==> src/logic/cfg_latch_regs.svh <==
// Purpose: constants for the configuration latch interface
// Assumes: one 125 MHz clock, active-low asynchronous reset
// Notes: offsets are bank addresses on the 3-bit address bus
// Behaviour
// - six write-only seven-bit banks, no readback
// - strobe low latches data into addressed bank
// - banks 0,1,2 channel A; static/dynamic split
// - rate select resets 1: half-rate clocks
// - rate select 0: full character-rate clocks
// - primary detect amplitude resets to 10
// - secondary detect amplitude resets to 10
// - training multiplier resets 0, 1 doubles
// - receive channel enable resets 0, powered down
// - selftest select resets 11; 01 smpte, 10 bist
// - primary retimed enable resets 0, disabled
// - secondary retimed enable resets 0, disabled
// - both enables zero powers down reclocker logic
// - reset clears every retimed output enable
// - banks 5,6,7 channel B, same layout
// - reset returns all latches to initial values
`ifndef CFG_LATCH_REGS_SVH
`define CFG_LATCH_REGS_SVH

`define CFG_ADDR_W 3
`define CFG_DATA_W 7

`define CFG_A_STATIC0 3'h0
`define CFG_A_STATIC1 3'h1
`define CFG_A_DYNAMIC 3'h2
`define CFG_TEST3 3'h3
`define CFG_TEST4 3'h4
`define CFG_B_STATIC0 3'h5
`define CFG_B_STATIC1 3'h6
`define CFG_B_DYNAMIC 3'h7

// static bank 0 fields
`define FLD_RATE_SEL 0
// static bank 1 fields
`define FLD_TRG_MULT 0
`define FLD_DET1_LO 3
`define FLD_DET1_HI 4
`define FLD_DET2_LO 5
`define FLD_DET2_HI 6
// dynamic bank fields
`define FLD_ROE1 1
`define FLD_ROE2 2
`define FLD_BIST_LO 4
`define FLD_PWR_EN 5
`define FLD_BIST_HI 6

`define RST_RATE_SEL 1'h1
`define RST_DET_AMP 2'h2
`define RST_TRG_MULT 1'h0
`define RST_PWR_EN 1'h0
`define RST_BIST_SEL 2'h3
`define RST_ROE 1'h0

`define BIST_SMPTE 2'h1
`define BIST_PATTERN 2'h2

`endif

==> src/logic/cfg_latch_pkg.sv <==
// Purpose: types for the configuration latch interface
// Assumes: used together with cfg_latch_regs.svh
// Notes: selftest mode decode type only
package cfg_latch_pkg;
	typedef enum logic [1:0] {
		sel_invalid_lo,
		sel_smpte,
		sel_pattern,
		sel_invalid_hi
	} selftest_mode_t;
endpackage

==> src/logic/config_latch_interface.sv <==
// Purpose: write-only configuration latches for a two-channel deserializer
// Assumes: strobe, address and data synchronous to clock
// Notes: only decoded control bits are kept; fixed and don't-care bits are dropped
`timescale 1ns/10ps
`include "cfg_latch_regs.svh"
`default_nettype none

module config_latch_interface (
	input wire logic clock,
	input wire logic rstn,
	input wire logic config_write_strobe_n,
	input wire logic [`CFG_ADDR_W-1:0] config_addr,
	input wire logic [`CFG_DATA_W-1:0] config_data,
	output logic [1:0] recovered_clock_rate_sel,
	output logic [1:0] half_rate_clock_mode,
	output logic [3:0] primary_detect_amplitude,
	output logic [3:0] secondary_detect_amplitude,
	output logic [1:0] primary_detector_enable,
	output logic [1:0] secondary_detector_enable,
	output logic [1:0] training_clock_multiplier,
	output logic [1:0] receive_channel_power_enable,
	output logic [3:0] receive_selftest_select,
	output cfg_latch_pkg::selftest_mode_t selftest_mode_a,
	output cfg_latch_pkg::selftest_mode_t selftest_mode_b,
	output logic [1:0] primary_retimed_out_enable,
	output logic [1:0] secondary_retimed_out_enable,
	output logic [1:0] reclocker_logic_power_enable
);
	import cfg_latch_pkg::*;

	// suffix a is channel A, b is channel B; fixed and don't-care bits are not kept
	logic wr;
	logic hit_a_static0, hit_a_static1, hit_a_dynamic;
	logic hit_b_static0, hit_b_static1, hit_b_dynamic;

	logic rate_a_ff, nxt_rate_a, rate_b_ff, nxt_rate_b;
	logic mult_a_ff, nxt_mult_a, mult_b_ff, nxt_mult_b;
	logic [1:0] det1_a_ff, nxt_det1_a, det1_b_ff, nxt_det1_b;
	logic [1:0] det2_a_ff, nxt_det2_a, det2_b_ff, nxt_det2_b;
	logic roe1_a_ff, nxt_roe1_a, roe1_b_ff, nxt_roe1_b;
	logic roe2_a_ff, nxt_roe2_a, roe2_b_ff, nxt_roe2_b;
	logic pwr_a_ff, nxt_pwr_a, pwr_b_ff, nxt_pwr_b;
	logic [1:0] bist_a_ff, nxt_bist_a, bist_b_ff, nxt_bist_b;

	// decoded copies registered too, so every port comes from a flip-flop
	logic half_a_ff, nxt_half_a, half_b_ff, nxt_half_b;
	logic den1_a_ff, nxt_den1_a, den1_b_ff, nxt_den1_b;
	logic den2_a_ff, nxt_den2_a, den2_b_ff, nxt_den2_b;
	logic rclk_pwr_a_ff, nxt_rclk_pwr_a, rclk_pwr_b_ff, nxt_rclk_pwr_b;
	selftest_mode_t mode_a_ff, nxt_mode_a, mode_b_ff, nxt_mode_b;

	// level-sensitive latch modelled as capture on each clock while strobe low,
	// so a strobe held low rewrites the bank every cycle
	assign wr = ~config_write_strobe_n;

	// one-hot bank select; test addresses 3 and 4 hit nothing, writes there drop
	always_comb begin
		hit_a_static0 = 1'h0;
		hit_a_static1 = 1'h0;
		hit_a_dynamic = 1'h0;
		hit_b_static0 = 1'h0;
		hit_b_static1 = 1'h0;
		hit_b_dynamic = 1'h0;
		if (wr) begin
			if (config_addr == `CFG_A_STATIC0) begin
				hit_a_static0 = 1'h1;
			end else if (config_addr == `CFG_A_STATIC1) begin
				hit_a_static1 = 1'h1;
			end else if (config_addr == `CFG_A_DYNAMIC) begin
				hit_a_dynamic = 1'h1;
			end else if (config_addr == `CFG_B_STATIC0) begin
				hit_b_static0 = 1'h1;
			end else if (config_addr == `CFG_B_STATIC1) begin
				hit_b_static1 = 1'h1;
			end else if (config_addr == `CFG_B_DYNAMIC) begin
				hit_b_dynamic = 1'h1;
			end
		end
	end

	// channel A static bank 0
	always_comb begin
		nxt_rate_a = rate_a_ff; // hold unless this bank is hit
		if (hit_a_static0) begin
			nxt_rate_a = config_data[`FLD_RATE_SEL];
		end
	end

	always_ff @(posedge clock or negedge rstn) begin
		if (!rstn) begin
			rate_a_ff <= `RST_RATE_SEL;
		end else begin
			rate_a_ff <= nxt_rate_a;
		end
	end

	// channel A static bank 1
	// multiplier 1 needs speed select high; left to the host, not checked here
	always_comb begin
		nxt_mult_a = mult_a_ff;
		nxt_det1_a = det1_a_ff;
		nxt_det2_a = det2_a_ff;
		if (hit_a_static1) begin
			nxt_mult_a = config_data[`FLD_TRG_MULT];
			nxt_det1_a = config_data[`FLD_DET1_HI:`FLD_DET1_LO];
			nxt_det2_a = config_data[`FLD_DET2_HI:`FLD_DET2_LO];
		end
	end

	always_ff @(posedge clock or negedge rstn) begin
		if (!rstn) begin
			mult_a_ff <= `RST_TRG_MULT;
			det1_a_ff <= `RST_DET_AMP;
			det2_a_ff <= `RST_DET_AMP;
		end else begin
			mult_a_ff <= nxt_mult_a;
			det1_a_ff <= nxt_det1_a;
			det2_a_ff <= nxt_det2_a;
		end
	end

	// channel A dynamic bank
	always_comb begin
		nxt_roe1_a = roe1_a_ff;
		nxt_roe2_a = roe2_a_ff;
		nxt_pwr_a = pwr_a_ff;
		nxt_bist_a = bist_a_ff;
		if (hit_a_dynamic) begin
			nxt_roe1_a = config_data[`FLD_ROE1];
			nxt_roe2_a = config_data[`FLD_ROE2];
			nxt_pwr_a = config_data[`FLD_PWR_EN];
			nxt_bist_a = {config_data[`FLD_BIST_HI], config_data[`FLD_BIST_LO]};
		end
	end

	always_ff @(posedge clock or negedge rstn) begin
		if (!rstn) begin
			roe1_a_ff <= `RST_ROE;
			roe2_a_ff <= `RST_ROE;
			pwr_a_ff <= `RST_PWR_EN;
			bist_a_ff <= `RST_BIST_SEL;
		end else begin
			roe1_a_ff <= nxt_roe1_a;
			roe2_a_ff <= nxt_roe2_a;
			pwr_a_ff <= nxt_pwr_a;
			bist_a_ff <= nxt_bist_a;
		end
	end

	// channel A clock and detector decode, from next values so it moves with the latch
	always_comb begin
		nxt_half_a = nxt_rate_a; // 1 half rate, 0 full rate
		nxt_den1_a = |nxt_det1_a; // code 00 disables
		nxt_den2_a = |nxt_det2_a;
	end

	always_ff @(posedge clock or negedge rstn) begin
		if (!rstn) begin
			half_a_ff <= `RST_RATE_SEL;
			den1_a_ff <= |`RST_DET_AMP;
			den2_a_ff <= |`RST_DET_AMP;
		end else begin
			half_a_ff <= nxt_half_a;
			den1_a_ff <= nxt_den1_a;
			den2_a_ff <= nxt_den2_a;
		end
	end

	// channel A power and selftest decode
	// reserved selftest codes are stored as written; the decode marks them invalid
	always_comb begin
		nxt_rclk_pwr_a = nxt_roe1_a | nxt_roe2_a;
		nxt_mode_a = selftest_mode_t'(nxt_bist_a);
	end

	always_ff @(posedge clock or negedge rstn) begin
		if (!rstn) begin
			rclk_pwr_a_ff <= `RST_ROE;
			mode_a_ff <= selftest_mode_t'(`RST_BIST_SEL);
		end else begin
			rclk_pwr_a_ff <= nxt_rclk_pwr_a;
			mode_a_ff <= nxt_mode_a;
		end
	end

	// channel B static bank 0, same layout as channel A
	always_comb begin
		nxt_rate_b = rate_b_ff;
		if (hit_b_static0) begin
			nxt_rate_b = config_data[`FLD_RATE_SEL];
		end
	end

	always_ff @(posedge clock or negedge rstn) begin
		if (!rstn) begin
			rate_b_ff <= `RST_RATE_SEL;
		end else begin
			rate_b_ff <= nxt_rate_b;
		end
	end

	// channel B static bank 1
	always_comb begin
		nxt_mult_b = mult_b_ff;
		nxt_det1_b = det1_b_ff;
		nxt_det2_b = det2_b_ff;
		if (hit_b_static1) begin
			nxt_mult_b = config_data[`FLD_TRG_MULT];
			nxt_det1_b = config_data[`FLD_DET1_HI:`FLD_DET1_LO];
			nxt_det2_b = config_data[`FLD_DET2_HI:`FLD_DET2_LO];
		end
	end

	always_ff @(posedge clock or negedge rstn) begin
		if (!rstn) begin
			mult_b_ff <= `RST_TRG_MULT;
			det1_b_ff <= `RST_DET_AMP;
			det2_b_ff <= `RST_DET_AMP;
		end else begin
			mult_b_ff <= nxt_mult_b;
			det1_b_ff <= nxt_det1_b;
			det2_b_ff <= nxt_det2_b;
		end
	end

	// channel B dynamic bank
	always_comb begin
		nxt_roe1_b = roe1_b_ff;
		nxt_roe2_b = roe2_b_ff;
		nxt_pwr_b = pwr_b_ff;
		nxt_bist_b = bist_b_ff;
		if (hit_b_dynamic) begin
			nxt_roe1_b = config_data[`FLD_ROE1];
			nxt_roe2_b = config_data[`FLD_ROE2];
			nxt_pwr_b = config_data[`FLD_PWR_EN];
			nxt_bist_b = {config_data[`FLD_BIST_HI], config_data[`FLD_BIST_LO]};
		end
	end

	always_ff @(posedge clock or negedge rstn) begin
		if (!rstn) begin
			roe1_b_ff <= `RST_ROE;
			roe2_b_ff <= `RST_ROE;
			pwr_b_ff <= `RST_PWR_EN;
			bist_b_ff <= `RST_BIST_SEL;
		end else begin
			roe1_b_ff <= nxt_roe1_b;
			roe2_b_ff <= nxt_roe2_b;
			pwr_b_ff <= nxt_pwr_b;
			bist_b_ff <= nxt_bist_b;
		end
	end

	// channel B clock and detector decode
	always_comb begin
		nxt_half_b = nxt_rate_b;
		nxt_den1_b = |nxt_det1_b;
		nxt_den2_b = |nxt_det2_b;
	end

	always_ff @(posedge clock or negedge rstn) begin
		if (!rstn) begin
			half_b_ff <= `RST_RATE_SEL;
			den1_b_ff <= |`RST_DET_AMP;
			den2_b_ff <= |`RST_DET_AMP;
		end else begin
			half_b_ff <= nxt_half_b;
			den1_b_ff <= nxt_den1_b;
			den2_b_ff <= nxt_den2_b;
		end
	end

	// channel B power and selftest decode
	always_comb begin
		nxt_rclk_pwr_b = nxt_roe1_b | nxt_roe2_b;
		nxt_mode_b = selftest_mode_t'(nxt_bist_b);
	end

	always_ff @(posedge clock or negedge rstn) begin
		if (!rstn) begin
			rclk_pwr_b_ff <= `RST_ROE;
			mode_b_ff <= selftest_mode_t'(`RST_BIST_SEL);
		end else begin
			rclk_pwr_b_ff <= nxt_rclk_pwr_b;
			mode_b_ff <= nxt_mode_b;
		end
	end

	// no read path exists at all
	assign recovered_clock_rate_sel = {rate_b_ff, rate_a_ff};
	assign half_rate_clock_mode = {half_b_ff, half_a_ff};
	assign primary_detect_amplitude = {det1_b_ff, det1_a_ff};
	assign secondary_detect_amplitude = {det2_b_ff, det2_a_ff};
	assign primary_detector_enable = {den1_b_ff, den1_a_ff};
	assign secondary_detector_enable = {den2_b_ff, den2_a_ff};
	assign training_clock_multiplier = {mult_b_ff, mult_a_ff};
	assign receive_channel_power_enable = {pwr_b_ff, pwr_a_ff};
	assign receive_selftest_select = {bist_b_ff, bist_a_ff};
	assign selftest_mode_a = mode_a_ff;
	assign selftest_mode_b = mode_b_ff;
	assign primary_retimed_out_enable = {roe1_b_ff, roe1_a_ff};
	assign secondary_retimed_out_enable = {roe2_b_ff, roe2_a_ff};
	assign reclocker_logic_power_enable = {rclk_pwr_b_ff, rclk_pwr_a_ff};
endmodule // config_latch_interface

`default_nettype wire

==> config.mk <==
export PLATFORM = sky130hd
export DESIGN_NAME = config_latch_interface
export DESIGN_NICKNAME = d
export VERILOG_FILES = /design/src/logic/cfg_latch_pkg.sv /design/src/logic/config_latch_interface.sv
export VERILOG_INCLUDE_DIRS = /design/src /design/src/logic
export SDC_FILE = /design/constraint.sdc
export NUM_CORES = 1
export LEC_CHECK = 0
export ABC_AREA = 1
export BUFFER_PORTS_ARGS = -buffer_cell sky130_fd_sc_hd__buf_2
export CAP_MARGIN = 30
export CORE_MARGIN = 2
export CORE_UTILIZATION = 25
export CTS_CLUSTER_DIAMETER = 100
export DETAILED_ROUTE_END_ITERATION = 10
export GPL_TIMING_DRIVEN = 1
export PLACE_DENSITY = 0.46
export SLEW_MARGIN = 0
export SYNTH_ARGS = -nofsm -noshare
export SYNTH_HDL_FRONTEND = slang
export SYNTH_SLANG_ARGS = --single-unit
==> constraint.sdc <==
create_clock -name clock -period 1.2 [get_ports clock]
set_input_delay 0.06 -clock clock [delete_from_list [all_inputs] [get_ports clock]]
set_output_delay 0.06 -clock clock [all_outputs]
set_load 0.01 [all_outputs]
==> impl_metrics.py <==
metrics = {
    "floorplanning": {
        "coreArea_sq_mm": 0.00520,
        "die-area_sq_mm": 0.00609,
        "initial_core_util_pct": 26.3,
        "pin_count": 47,
        "die_x_um": 78.0,
        "die_height_um": 78.0,
        "std_cell_rows": 26,
    },
    "synth": {
        "yosys_warnings": 0,
        "yosysSeqAreaShare_pct": 52.4,
        "async_flop_share_pct": 100,
        "ys_seq_elements": 28,
        "synth_area_sq_mm": 0.00137,
        "yosys.area.top_type": "dfstp_2",
        "synthCells": 158,
        "synth_area_leaders": "dfstp_2, dfrtp_1, buf_4",
        "synth_top_area_share_pct": 26.8,
        "syn_avg_cell_area_sq_um": 8.67,
        "synth_fp_nets": 171,
        "synth-main-ff-cell": "dfstp_2",
        "synthTopCellsByCount": "nand2_1, inv_1, buf_4",
        "synth.most_common_cell": "nand2_1",
        "synth_cell_types": 11,
        "synth_edf_count": 0,
    },
    "pwr": {
        "p_per_area_mw_per_mm2": 1510,
        "ir_drop_v": 0.000796,
        "comb_power_share_pct": 26.1,
        "p_total_uw": 2380,
        "p_switching_uw": 743,
        "swShare_pct": 31.3,
        "power_frac_seq_pct": 52.4,
        "leakagePower_uw": 0.000882,
        "clkPwrFrac_pct": 21.6,
        "p_int_uw": 1630,
    },
    "sta": {
        "max_freq_mhz": 983,
        "fin_setup_tns_ns": 0,
        "hold_viol": 0,
        "clock_skew_ns": 0.000969,
        "slew_viol_final": 0,
        "tightest_slew_ns": 0.635,
        "rsz0062_at_grt": "false",
        "relSlewSlack_pct": 57.6,
        "layout_min_cycle_time_ns": 1.02,
        "final-setup-viol-count": 0,
        "finalCritPeriodShare_pct": 84.8,
    },
    "run_status": {
        "status": "completed",
    },
    "drt": {
        "routed_wl_um": 2840,
        "drc": 0,
        "drtAntennaViolNets": 0,
        "dr.pass1.iters": 4,
        "drt-initial-drc-count": 56,
        "via_per_inst": 3.80,
        "dr_total_vias": 973,
        "wire_per_inst_um": 11.1,
    },
    "critical_path": {
        "crit_chain": "buf_2",
        "end_kind": "primary output",
        "path_max_fanout": 3,
        "cpPeakStageDelay_ns": 0.56,
        "cp.required_ns": 1.14,
        "crit_arrival_ns": 0.96,
        "startpoint_type": "register",
        "cp_slowest_cell": "dfstp_2",
        "path_buf_inv": 1,
        "crit_type": "register to primary output",
        "cp_top_family": "flip-flops",
    },
    "hold_path": {
        "min-delay-path-class": "input pin to register",
    },
    "placed_design": {
        "io_buffers": 46,
        "globalplace.congestion": 0.708,
        "hpwl_um": 2150,
        "place_area_sq_mm": 0.00152,
    },
    "finish": {
        "nFillCells": 591,
        "stdcell_area_sq_mm": 0.00157,
        "finalNetCount": 201,
        "diodes": 0,
        "drive_gt1_share_pct": 38.2,
        "area_growth_pct": 14.9,
    },
    "global_route": {
        "grt_pass1_wl_um": 4670,
        "grtUsageTotal_pct": 9.88,
        "grt_start_max_net_pins": 29,
        "grt_overflow": 0,
        "antenna_found_initial": 0,
        "grt_pass1_vias": 948,
    },
    "cts": {
        "cts_resized": 0,
        "insertion_delay_ns": 0.27,
        "clk_pin_slew_ns": 0.09,
        "cts_buffer_depth": 2,
        "cts.sinks": 28,
        "numCtsBuffers": 3,
        "cts-root-buf": "clkbuf_8",
        "cts_tree": "done",
        "h-tree-depth": 1,
    },
    "job": {
        "drv_cap": 0,
    },
}
[cells in the final DEF (no fill, tap or decap)]
| master | count |
|---|---|
| inv_1 | 34 |
| nand2_4 | 3 |
| dlygate4sd3_1 | 1 |
| nand2_1 | 43 |
| buf_2 | 46 |
| nor2_4 | 4 |
| o21ai_1 | 3 |
| dfrtp_1 | 14 |
| o21ai_0 | 7 |
| clkbuf_8 | 3 |
| inv_2 | 1 |
| nand3_1 | 13 |
| dfstp_2 | 14 |
[state kept, by name (all words and copies together) (netlist names), 2 cells and up]
signal / flops
det2_a_ff: 2
det1_a_ff: 2
det1_b_ff: 2
selftest_mode_a: 2
selftest_mode_b: 2
det2_b_ff: 2
[layout make-up]
class,instances,area [sq um],area share [%]
sequential,28,718,45.6
clock buffer,3,41.3,2.62
tap,70,87.6,5.56
multi-input combinational,73,355,22.6
inverter,35,131,8.35
timing repair buffer,47,240,15.3
[path summary, 6_finish.rpt]
kind,slack (ns),cells past startpoint,start,endpoint
min in group asynchronous,0.33,2,rstn,rclk_pwr_a_ff
max,0.18,1,selftest_mode_b[0],receive_selftest_select[2]
min,0.07,3,config_data[0],half_a_ff
min reg2reg,0.48,2,selftest_mode_a[0],selftest_mode_a[0]
max in group asynchronous,0.46,2,rstn,det1_a_ff[0]
max reg2reg,0.39,4,det2_b_ff[1],den2_b_ff
[power by group through the flow]
stage          clock (uW)  combinational (uW)  sequential (uW)
2_1_floorplan           0                 470             1290
3_3_place_gp            0                 626             1270
3_5_place_dp            0                 628             1270
4_1_cts               541                 634             1250
5_1_grt               566                 702             1270
6_report              513                 619             1240
[metal layers]
metal | wire, um | track usage (%) | part of all wire [%]
met3 | 191 | 3.10 | 6.7
met4 | 23 | 2.63 | 0.81
met2 | 1240 | 14.7 | 44
met5 | 0 | 0 | 0
met1 | 1380 | 13.9 | 49
[logic make-up (layout without fill, tap and decap cells)]
logic type | after synthesis | in the layout | share of synthesized area (%)
AO/OA/AOI/OAI | 10 | 10 | 3.65
buffers and inverters | 57 | 85 | 21.6
flip-flops | 28 | 28 | 52.4
AND/OR/NAND/NOR | 63 | 63 | 22.3
[repair_timing]
action / 4_1_cts / 5_1_grt
endpoints found under the setup margin: 0 / 0
endpoints found under the hold margin: 14 / 0
buffers inserted: 0 / 0
hold buffers: 1 / 0
[stage by stage]
stage	setup slack (ns)	hold slack [ns]	util [%]	std cells
after floorplan	0.411	-0.236	-	158
after global placement	0.280	0.116	29.3	252
after detailed placement	0.272	0.124	29.3	252
after CTS	0.161	0.0723	30.2	256
after global routing	0.145	0.109	30.2	256
final	0.182	0.0717	30.2	256
Note: power is estimated with default switching activity, not from simulation.
